### src/rtl/scr_defs.svh
// offsets, field positions, reset values and timing counts of the config bank
`ifndef SCR_DEFS_SVH
`define SCR_DEFS_SVH
`define SCR_ADDR_W           12
`define SCR_OFS_GEN_CFG      12'h000
`define SCR_OFS_DEV_MODE     12'h002
`define SCR_OFS_MAKER_LO     12'h00C
`define SCR_OFS_MAKER_HI     12'h00D
`define SCR_OFS_USR_CFG      12'h010
`define SCR_OFS_REF_CTRL     12'h029
`define SCR_OFS_REF_POS0     12'h02C
`define SCR_OFS_REF_POS1     12'h02D
`define SCR_OFS_REF_POS2     12'h02E
`define SCR_BIT_CHIP_RESET   7
`define SCR_BIT_ADDR_INC     5
`define SCR_BIT_SERIAL_OUT_ACTIVE_FLAG   4
`define SCR_BIT_ADDR_FREEZE  0
`define SCR_BIT_PROC_EN      6
`define SCR_BIT_RECV_EN      5
`define SCR_BIT_FINE_STEP    4
`define SCR_RST_GEN_CFG      8'h30
`define SCR_RST_DEV_MODE     8'h00
`define SCR_RST_USR_CFG      8'h00
`define SCR_RST_REF_CTRL     8'h80
`define SCR_GEN_RW_MASK      8'h6F
`define SCR_MODE_POWER_DOWN  2'h3
// arbitrary neutral maker code
`define SCR_MAKER_CODE       16'hC35A
`define SCR_CLK_PERIOD_NS    10
`define SCR_RESET_TIME_NS    750
`define SCR_RESET_CYCLES     ((`SCR_RESET_TIME_NS + `SCR_CLK_PERIOD_NS - 1) / `SCR_CLK_PERIOD_NS)
`endif

### src/rtl/scr_pkg.sv
// host end state type of the config bank link; both ends import the package
package scr_pkg;
    typedef enum logic [2:0] {
        SCR_H_IDLE  = 3'h1,
        SCR_H_XFER  = 3'h2,
        SCR_H_QUIET = 3'h4
    } scr_hstate_type;
endpackage : scr_pkg

### src/rtl/scr_link_if.sv
// link between host controller and config bank: byte stream with address
`timescale 1ns/100ps
interface scr_link_if;
    logic        frame;
    logic        wr;
    logic        first;
    logic        valid;
    logic [11:0] addr;
    logic [7:0]  wdata;
    logic [7:0]  rdata;
    modport dev  (input frame, wr, first, valid, addr, wdata, output rdata);
    modport host (output frame, wr, first, valid, addr, wdata, input rdata);
endinterface : scr_link_if

### src/rtl/scr_dev.sv
// config bank end: registers, streaming address, reset, reference control
`timescale 1ns/100ps
`include "scr_defs.svh"
module scr_dev
    import scr_pkg::*;
(
    input  wire logic        mclk,
    input  wire logic        rst,
    scr_link_if.dev          link,
    input  wire logic [23:0] ref_edge_position_status,
    output logic             power_down,
    output logic             ref_receiver_enable,
    output logic             ref_event_processor_enable,
    output logic             ref_window_fine_step,
    output logic [3:0]       ref_capture_delay_select,
    output logic             chip_reset
);
    typedef struct packed {
        logic [7:0]  gen;
        logic [7:0]  mode;
        logic [7:0]  usr;
        logic [7:0]  ref_ctrl;
        logic [11:0] cur;
        logic [7:0]  rdata;
        logic        creset;
    } scr_dev_state_type;

    scr_dev_state_type s_q, s_d;
    logic [11:0] a;
    logic [7:0]  rd;

    ////////////////////////////////////////////////////////////////////////
    always_comb begin
        s_d = s_q;
        s_d.creset = 1'b0;
        a = link.first ? link.addr : s_q.cur;
        case (a)
            `SCR_OFS_GEN_CFG:  rd = s_q.gen | (8'h01 << `SCR_BIT_SERIAL_OUT_ACTIVE_FLAG);
            `SCR_OFS_DEV_MODE: rd = s_q.mode;
            `SCR_OFS_MAKER_LO: rd = 8'(`SCR_MAKER_CODE & 16'h00FF);
            `SCR_OFS_MAKER_HI: rd = 8'(`SCR_MAKER_CODE >> 8);
            `SCR_OFS_USR_CFG:  rd = s_q.usr;
            `SCR_OFS_REF_CTRL: rd = s_q.ref_ctrl;
            `SCR_OFS_REF_POS0: rd = ref_edge_position_status[7:0];
            `SCR_OFS_REF_POS1: rd = ref_edge_position_status[15:8];
            `SCR_OFS_REF_POS2: rd = ref_edge_position_status[23:16];
            default:           rd = 8'h00;
        endcase
        if (link.frame && link.valid) begin
            if (!link.wr) begin
                s_d.rdata = rd;
            end else begin
                case (a)
                    `SCR_OFS_GEN_CFG: begin
                        // flag bit is read-only; reset bit acts, never stores
                        s_d.gen = link.wdata & `SCR_GEN_RW_MASK;
                        s_d.creset = link.wdata[`SCR_BIT_CHIP_RESET];
                    end
                    `SCR_OFS_DEV_MODE: s_d.mode = link.wdata;
                    `SCR_OFS_USR_CFG:  s_d.usr = link.wdata;
                    `SCR_OFS_REF_CTRL: s_d.ref_ctrl = link.wdata;
                    default: ;
                endcase
            end
            if (s_q.usr[`SCR_BIT_ADDR_FREEZE]) begin
                s_d.cur = a;
            end else if (s_q.gen[`SCR_BIT_ADDR_INC]) begin
                s_d.cur = a + 12'h001;
            end else begin
                s_d.cur = a - 12'h001;
            end
        end
    end

    always_ff @(posedge mclk or posedge rst) begin
        if (rst) begin
            s_q <= '{gen: `SCR_RST_GEN_CFG & `SCR_GEN_RW_MASK, mode: `SCR_RST_DEV_MODE,
                     usr: `SCR_RST_USR_CFG, ref_ctrl: `SCR_RST_REF_CTRL,
                     cur: 12'h000, rdata: 8'h00, creset: 1'b0};
        end else if (s_q.creset) begin
            // whole bank back to defaults; bit itself reads zero again
            s_q <= '{gen: `SCR_RST_GEN_CFG & `SCR_GEN_RW_MASK, mode: `SCR_RST_DEV_MODE,
                     usr: `SCR_RST_USR_CFG, ref_ctrl: `SCR_RST_REF_CTRL,
                     cur: 12'h000, rdata: 8'h00, creset: 1'b0};
        end else begin
            s_q <= s_d;
        end
    end

    ////////////////////////////////////////////////////////////////////////
    assign link.rdata = s_q.rdata;
    // reserved codes 1 and 2 fall through to normal operation
    assign power_down = (s_q.mode[1:0] == `SCR_MODE_POWER_DOWN);
    assign ref_receiver_enable = s_q.ref_ctrl[`SCR_BIT_RECV_EN];
    // processor gated by receiver so a wrong order cannot act on noise
    assign ref_event_processor_enable = s_q.ref_ctrl[`SCR_BIT_PROC_EN] & s_q.ref_ctrl[`SCR_BIT_RECV_EN];
    assign ref_window_fine_step = s_q.ref_ctrl[`SCR_BIT_FINE_STEP];
    assign ref_capture_delay_select = s_q.ref_ctrl[3:0];
    assign chip_reset = s_q.creset;
endmodule : scr_dev

### src/flat_wrapper.sv
// flat-port wrapper written by rule: the top's interface ports become plain ports
module scr_dev_flat import scr_pkg::*;
  (mclk, rst, ref_edge_position_status, power_down, ref_receiver_enable, ref_event_processor_enable, ref_window_fine_step, ref_capture_delay_select, chip_reset, link_frame, link_wr, link_first, link_valid, link_addr, link_wdata, link_rdata);
  scr_link_if link_i ();
  input  wire logic mclk;
  input  wire logic rst;
  input  wire logic [23:0] ref_edge_position_status;
  output logic power_down;
  output logic ref_receiver_enable;
  output logic ref_event_processor_enable;
  output logic ref_window_fine_step;
  output logic [3:0] ref_capture_delay_select;
  output logic chip_reset;
  input wire logic [$bits(link_i.frame)-1:0] link_frame;
  input wire logic [$bits(link_i.wr)-1:0] link_wr;
  input wire logic [$bits(link_i.first)-1:0] link_first;
  input wire logic [$bits(link_i.valid)-1:0] link_valid;
  input wire logic [$bits(link_i.addr)-1:0] link_addr;
  input wire logic [$bits(link_i.wdata)-1:0] link_wdata;
  output wire logic [$bits(link_i.rdata)-1:0] link_rdata;
  assign link_i.frame = link_frame;
  assign link_i.wr = link_wr;
  assign link_i.first = link_first;
  assign link_i.valid = link_valid;
  assign link_i.addr = link_addr;
  assign link_i.wdata = link_wdata;
  assign link_rdata = link_i.rdata;
  scr_dev u_core (.mclk(mclk), .rst(rst), .link(link_i), .ref_edge_position_status(ref_edge_position_status), .power_down(power_down), .ref_receiver_enable(ref_receiver_enable), .ref_event_processor_enable(ref_event_processor_enable), .ref_window_fine_step(ref_window_fine_step), .ref_capture_delay_select(ref_capture_delay_select), .chip_reset(chip_reset));
endmodule
### config.mk
export PLATFORM = sky130hd
export DESIGN_NAME = scr_dev_flat
export DESIGN_NICKNAME = d
export VERILOG_FILES = /design/src/rtl/scr_pkg.sv /design/src/rtl/scr_link_if.sv /design/src/rtl/scr_dev.sv /design/src/flat_wrapper.sv
export VERILOG_INCLUDE_DIRS = /design/src /design/src/rtl
export SDC_FILE = /design/constraint.sdc
export NUM_CORES = 1
export LEC_CHECK = 0
export ABC_AREA = 1
export BUFFER_PORTS_ARGS = -buffer_cell sky130_fd_sc_hd__buf_2
export CAP_MARGIN = 10
export CORE_ASPECT_RATIO = 1.25
export CORE_MARGIN = 2
export CORE_UTILIZATION = 55
export CTS_CLUSTER_DIAMETER = 80
export CTS_CLUSTER_SIZE = 30
export DETAILED_ROUTE_END_ITERATION = 8
export PLACE_DENSITY_LB_ADDON = 0.12
export SLEW_MARGIN = 40
export SYNTH_ARGS = -nofsm -noshare
export SYNTH_HDL_FRONTEND = slang
export SYNTH_SLANG_ARGS = --single-unit
### constraint.sdc
create_clock -name mclk -period 2.6 [get_ports mclk]
set_clock_uncertainty 0.1 [all_clocks]
set_input_delay 0.39 -clock mclk [delete_from_list [all_inputs] [get_ports mclk]]
set_output_delay 0.39 -clock mclk [all_outputs]
set_load 0.05 [all_outputs]
==> summary.txt, run 1 <==
Critical path
  • CP max-delay cell: dfstp_2
  • Reg-to-reg endpoint: u_core.s_q[20]
  • Worst path most repeated cell: nand2_1
  • Worst setup EP type: register
  • CP max FO: 6
  • CP bufs+invs: 2
  • Slowest stage delay, CP: 0.58 ns
  • Setup crit start kind: register
  • Kind of critical path: register to register
  • Critical path depth: 11
  • Critical Path RT: 2.70 ns
  • Crit path cell chain: inv_1, buf_4, ha_1, a21oi_2, o21bai_1, a21oi_1, nand3_1, nand2_1, nand2_1, nor2_1, o21ai_0
  • Reg2reg setup slack: 0.12 ns
  • RR Startpoint: u_core.s_q[50]
  • CP arrival: 2.58 ns
  • Family with the most delay on the worst path: flip-flops
  • Worst reg2reg path depth: 11

Drt
  • WL/cell: 14.27 microns
  • Routed WL: 10.22 mm
  • DRC: 0
  • Routed Antenna Nets: 0
  • Vias per inst: 5.190
  • Vias: 3716
  • Drt pass-1 iters: 4
  • Initial detailed-routing violation count: 188

Synth
  • Post-synth ARST share: 100.0%
  • Seq cells post-synth: 51
  • Ys flop type: dfrtp_1
  • Post-synth EDFFs: 0
  • Area of the mapped netlist: 3826 sq um
  • Post-synth cell types: 39
  • Sequential area share after synthesis: 33.42%
  • Mapped Cells: 562
  • Avg Cell Area, Syn: 6.808 sq um
  • Synth warn: 0
  • Mapped Nets: 623

Timing
  • Final hold vios: 0
  • Min cycle time layout: 2.478 ns
  • Fmax: 0.4036 GHz
  • Fin Hold WS: 0.1486 ns
  • Worst slew margin: 48.17%
  • Slew Viols, Final: 0
  • Fin crit share: 95.31%
  • Final setup fails: 0
  • RSZ-0062 raised after global routing: false
  • Worst Tran Pin Value: 0.7774 ns

Floorplanning
  • Num rows: 34
  • Initial core utilization: 55.86%
  • Die height: 97.25 microns
  • Total die area: 7644 sq um
  • CORE AREA: 6849 sq um
  • IO Count: 67
  • Die W: 78.60 microns

Global routing
  • Global-route wire length before repair: 17.26 mm
  • Largest net degree at the start of global routing: 52
  • Overflow after GRT: 0
  • Initial antenna violation count: 0
  • Tot GR Track Use: 28.50%
  • Vias in the first global route: 3746

Placed design
  • Hpwl dp: 8.166 mm
  • Dpl cells: 708
  • Gpl congestion: 0.9006
  • IO buf count: 66
  • DP Area: 4195 sq um

Outcome
  • Outcome: finished, final reports clean

Final layout
  • Core Util, Final: 62.77%
  • Design Area, Final: 4299 sq um
  • Antenna cells: 0
  • Most frequent cells in the layout: nand2_1, buf_2, inv_1, dfrtp_1, nor2_1
  • Non-filler instance count after layout: 716
  • Area growth from synthesis to layout: 12.36%
  • Fin nets: 686
  • Share of layout cells above drive strength 1: 21.41%
  • Most common cell after layout, fill and taps aside: nand2_1

Job
  • Max-cap check violation count: 0

Clocking
  • CTS Buf Count: 5
  • Post-CTS setup buffers: 0
  • Clk slew on worst S/H paths: 0.10 ns
  • Clock Latency Late Sink: 0.31 ns
  • Clock sink count: 51
  • Root Buffer: clkbuf_8
  • Clk buf depth: 2
  • CTS tree: built
  • CTS H-tree depth: 2

Power
  • Total power: 1733 uW
  • Max IR drop VDD: 0.0002392 V
  • Leakage Power: 0.002366 uW
  • PwrDens: 403.1 nW/um^2

Hold path
  • Worst min path class: input port to asynchronous set/reset pin
[metal layers]
metal / track usage (%) / vias up / share of wire, %
li1: - / 1898 / -
met1: 33.05 / 1682 / 41
met2: 51.08 / 104 / 52
met3: 3.253 / 32 / 3.2
met4: 14.04 / 0 / 4.1
met5: 0 / - / 0
[flip-flops by register name, summed over array words and instances (netlist names)]
| name | cells |
|---|---|
| u_core.chip_reset | 1 |
| u_core.link.rdata | 8 |
| u_core.ref_capture_delay_select | 4 |
| u_core.ref_receiver_enable | 1 |
| u_core.ref_window_fine_step | 1 |
| u_core.s_q | 36 |
[per-stage QoR]
stage / TNS (ns) / worst slack [ns]
5_1_grt: 0 / 0.02836
4_1_cts: 0 / 0.08210
6_report: 0 / 0.1220
3_3_place_gp: -0.01860 / -0.01860
3_5_place_dp: -0.09859 / -0.06645
2_1_floorplan: 0 / 0.4168
[tightest hold or removal path, stage by stage]
cell   delay, ns
buf_2       0.10
inv_2       0.03
buf_4       0.54
[cell families (layout without fill, tap and decap cells)]
logic type               count (synthesis)  count (layout)  synth area share, %
AND/OR/NAND/NOR                        335             335                38.75
buffers and inverters                   79             143                10.17
AO/OA/AOI/OAI                           80              80                12.49
flip-flops                              51              51                33.42
adder cells (fa/ha/maj)                 11              11                3.793
XOR/XNOR                                 6               6                1.374
[repair_timing]
action	CTS	global route
hold buffers	0	0
gates resized for setup	0	4
endpoints found under the setup margin	0	4
[worst max path at each step]
stage,startpoint,endpoint
after floorplan,u_core.s_q[50],u_core.s_q[19]
after global placement,link_first,u_core.s_q[19]
after detailed placement,link_first,u_core.s_q[17]
after CTS,u_core.s_q[50],u_core.s_q[19]
after global routing,u_core.s_q[50],u_core.s_q[18]
final,u_core.s_q[50],u_core.s_q[20]
[cell usage after synthesis, types with 2 or more instances]
library cell,instances,area (sq um)
nand2_1,210,788.3
inv_1,52,195.2
dfrtp_1,49,1226
nor2_1,47,176.4
nand3_1,37,185.2
o21ai_0,29,145.1
a21oi_1,15,75.07
buf_4,14,105.1
o21ai_1,12,60.06
ha_1,10,125.1
o21ai_2,9,78.83
nand2_2,8,50.05
nand4_1,7,43.79
nor2_4,7,78.83
nor2_2,6,37.54
o22ai_1,6,37.54
buf_6,5,56.30
clkbuf_1,4,15.01
nand2_4,4,45.04
o21bai_1,3,22.52
xnor2_1,3,26.28
xor2_1,3,26.28
buf_2,2,10.01
dfstp_2,2,52.55
nand3_2,2,20.02
nand3b_1,2,15.01
nor3_1,2,10.01
[area by class of cell]
class,count,area [sq um]
timing repair buffer,81,442.9
fill,650,2550
clock inverter,2,16.27
clock buffer,6,72.57
multi-input combinational,432,2173
inverter,54,202.7
tap,90,112.6
sequential,51,1279
[report_power, final]
group	internal [uW]	total, uW	switching [uW]	leakage, uW
registers	826	847	21.3	0.000689
clock network	194	487	293	0.0000418
logic	139	398	259	0.00164
total	1160	1730	574	0.00237
Power figures use the tool's default switching activity.
==> run 2: changes to the inputs <==
- CELL_PAD_IN_SITES_DETAIL_PLACEMENT: unset -> 0
- CELL_PAD_IN_SITES_GLOBAL_PLACEMENT: unset -> 1
- CORE_UTILIZATION: 55 -> 40
==> run 2 against run 1 <==
Critical path depth stayed put. Flip-flop and latch count stayed put. Global-route usage is 6.4 points lower. Register-to-register slack better by 0.02 ns. Worst hold slack better by 0.015 ns. Wire length is 11% higher. First-iteration DRC count is 9.0% lower. Sequential share of layout area is 1.6 points lower. Clock-buffer cell count is 1 lower. Worst setup slack better by 0.017 ns. Power is 14% higher. Maximum frequency is 0.70% higher.
==> summary.txt, run 2 (synthesis gave the netlist of run 1 again) <==
Critical path
  • Kind of critical path: register to register (unchanged)
  • Worst reg2reg path depth: 11 (unchanged)
  • Reg2reg setup slack: 0.14 ns (was 0.12 ns)
  • Critical Path RT: 2.72 ns (was 2.70 ns)
  • Setup crit start kind: register (unchanged)
  • CP max FO: 6 (unchanged)
  • Worst path most repeated cell: nand2_1 (unchanged)
  • Slowest stage delay, CP: 0.58 ns (about the same)
  • CP arrival: 2.58 ns (about the same)
  • Worst setup EP type: register (unchanged)
  • Worst setup startpoint: u_core.s_q[50] (unchanged)
  • CP max-delay cell: dfstp_2 (unchanged)
  • Crit path cell chain: clkinvlp_4, buf_6, ha_2, nand2_1, o21ai_0, nand2_1, nand3_2, nand2_1, nand2_1, nor2_1, o21ai_0 (was inv_1, buf_4, ha_1, a21oi_2, o21bai_1, a21oi_1, nand3_1, nand2_1, nand2_1, nor2_1, o21ai_0)
  • End point of the critical path: u_core.s_q[20] (unchanged)
  • RR Startpoint: u_core.s_q[50] (unchanged)
  • Reg-to-reg endpoint: u_core.s_q[20] (unchanged)

Power
  • Leakage Power: 0.002425 uW (was 0.002366 uW)
  • PwrDens: 433.2 nW/um^2 (was 403.1 nW/um^2)
  • Total power: 1971 uW (was 1733 uW)
  • Max IR drop VDD: 0.0002607 V (was 0.0002392 V)

Timing
  • Worst slew margin: 46.09% (was 48.17%)
  • Fmax: 0.4064 GHz (was 0.4036 GHz)
  • Fin Hold WS: 0.1640 ns (was 0.1486 ns)
  • Slew Viols, Final: 0 (unchanged)
  • Fin crit share: 94.65% (was 95.31%)
  • Min cycle time layout: 2.461 ns (was 2.478 ns)
  • Final hold vios: 0 (unchanged)
  • RSZ-0062 raised after global routing: true (was false)
  • Setup TNS: 0 ns (unchanged)
  • Final setup fails: 0 (unchanged)
  • Worst Tran Pin Value: 0.8087 ns (was 0.7774 ns)

Clocking
  • Root Buffer: clkbuf_16 (was clkbuf_8)
  • Clock sink count: 51 (unchanged)
  • CTS Buf Count: 5 (unchanged)
  • CTS tree: built (unchanged)
  • Clock Latency Late Sink: 0.30 ns (was 0.31 ns)
  • CTS H-tree depth: 2 (unchanged)
  • Clk slew on worst S/H paths: 0.08 ns (was 0.10 ns)
  • CTS hold repair buffers: 0 (unchanged)
  • Clk buf depth: 2 (unchanged)

Hold path
  • Worst min path class: input port to asynchronous set/reset pin (unchanged)

Final layout
  • Antenna cells: 0 (unchanged)
  • Fin nets: 692 (was 686)
  • Biggest register: u_core.s_q (unchanged)
  • Share of layout cells above drive strength 1: 24.68% (was 21.41%)
  • Max reg flops: 36 (unchanged)
  • Design Area, Final: 4549 sq um (was 4299 sq um)
  • Core Util, Final: 49.33% (was 62.77%)
  • Most common cell after layout, fill and taps aside: nand2_1 (unchanged)
  • Area growth from synthesis to layout: 18.90% (was 12.36%)
  • Most frequent cells in the layout: nand2_1, buf_2, inv_1, dfrtp_1, nor2_1 (unchanged)

Global routing
  • Largest net degree at the start of global routing: 52 (unchanged)
  • Overflow after GRT: 0 (unchanged)
  • Tot GR Track Use: 22.13% (was 28.50%)
  • Global-route wire length before repair: 18.02 mm (was 17.26 mm)
  • Initial antenna violation count: 0 (unchanged)
  • Vias in the first global route: 3620 (was 3746)

Placed design
  • Hpwl dp: 8.855 mm (was 8.166 mm)
  • DP Area: 4257 sq um (was 4195 sq um)
  • Gpl congestion: 0.8927 (was 0.9006)
  • IO buf count: 66 (unchanged)

Floorplanning
  • Die height: 113.3 microns (was 97.25 microns)
  • Die W: 91.48 microns (was 78.60 microns)
  • Initial core utilization: 41.49% (was 55.86%)
  • IO Count: 67 (unchanged)
  • Total die area: 10370 sq um (was 7644 sq um)
  • Num rows: 39 (was 34)
  • CORE AREA: 9223 sq um (was 6849 sq um)

Job
  • Max-cap check violation count: 0 (unchanged)

Drt
  • Routed WL: 11.32 mm (was 10.22 mm)
  • Vias per inst: 4.962 (was 5.190)
  • Drt pass-1 iters: 4 (unchanged)
  • Routed Antenna Nets: 0 (unchanged)
  • WL/cell: 14.99 microns (was 14.27 microns)
  • DRC: 0 (unchanged)
  • Initial detailed-routing violation count: 171 (was 188)
  • Vias: 3746 (was 3716)

Outcome
  • Outcome: finished, final reports clean (unchanged)
[run 2: layout make-up]
| class | instances | area (sq um) |
|---|---|---|
| sequential | 51 | 1279 |
| multi-input combinational | 432 | 2251 |
| inverter | 54 | 206.4 |
| tap | 123 | 153.9 |
| fill | 971 | 4673 |
| timing repair buffer | 87 | 508.0 |
| clock inverter | 3 | 26.28 |
| clock buffer | 5 | 125.1 |
[run 2: worst max-delay path: cells and delay by family (launching register included)]
| kind | cells | cell delay [ns] |
|---|---|---|
| compound gates | 2 | 0.40 |
| fa+ha+maj | 1 | 0.36 |
| buf+inv | 2 | 0.47 |
| flops | 1 | 0.58 |
| simple gates | 6 | 0.47 |
[run 2: worst min path at each step]
stage                    startpoint              endpoint  slack (ns)  depth (start not counted)
2_1_floorplan        u_core.s_q[28]        u_core.s_q[28]        0.35                          2
3_3_place_gp   u_core.link.rdata[1]  u_core.link.rdata[1]        0.36                          2
3_5_place_dp   u_core.link.rdata[6]  u_core.link.rdata[6]        0.36                          2
4_1_cts                         rst        u_core.s_q[13]        0.20                          3
5_1_grt                         rst  u_core.link.rdata[4]        0.22                          3
6_report                        rst        u_core.s_q[13]        0.16                          3
[run 2: metrics by stage]
stage | std cells | setup slack (ns)
2_1_floorplan | 562 | 0.4168
3_3_place_gp | 742 | 0.1083
3_5_place_dp | 742 | 0.06763
4_1_cts | 750 | 0.08817
5_1_grt | 755 | -0.01838
6_report | 755 | 0.1392
[run 2: repair_timing]
item | 4_1_cts | 5_1_grt
setup buffers | 0 | 5
gates resized for setup | 0 | 24
setup endpoints to repair | 0 | 4
[run 2: per-layer routing]
metal  track usage, %  vias up  part of all wire (%)
met5                0        -                     0
met4            8.990        0                   3.4
met3            2.996       22                   3.2
met2            40.83       82                    53
met1            25.53     1720                    41
li1                 -     1922                     -
[run 2: power breakdown]
group	leakage (uW)	total (uW)	switching [uW]	internal, uW
sequential	0.000689	847	20.9	826
combinational	0.00166	423	269	154
clock	0.0000748	700	334	367
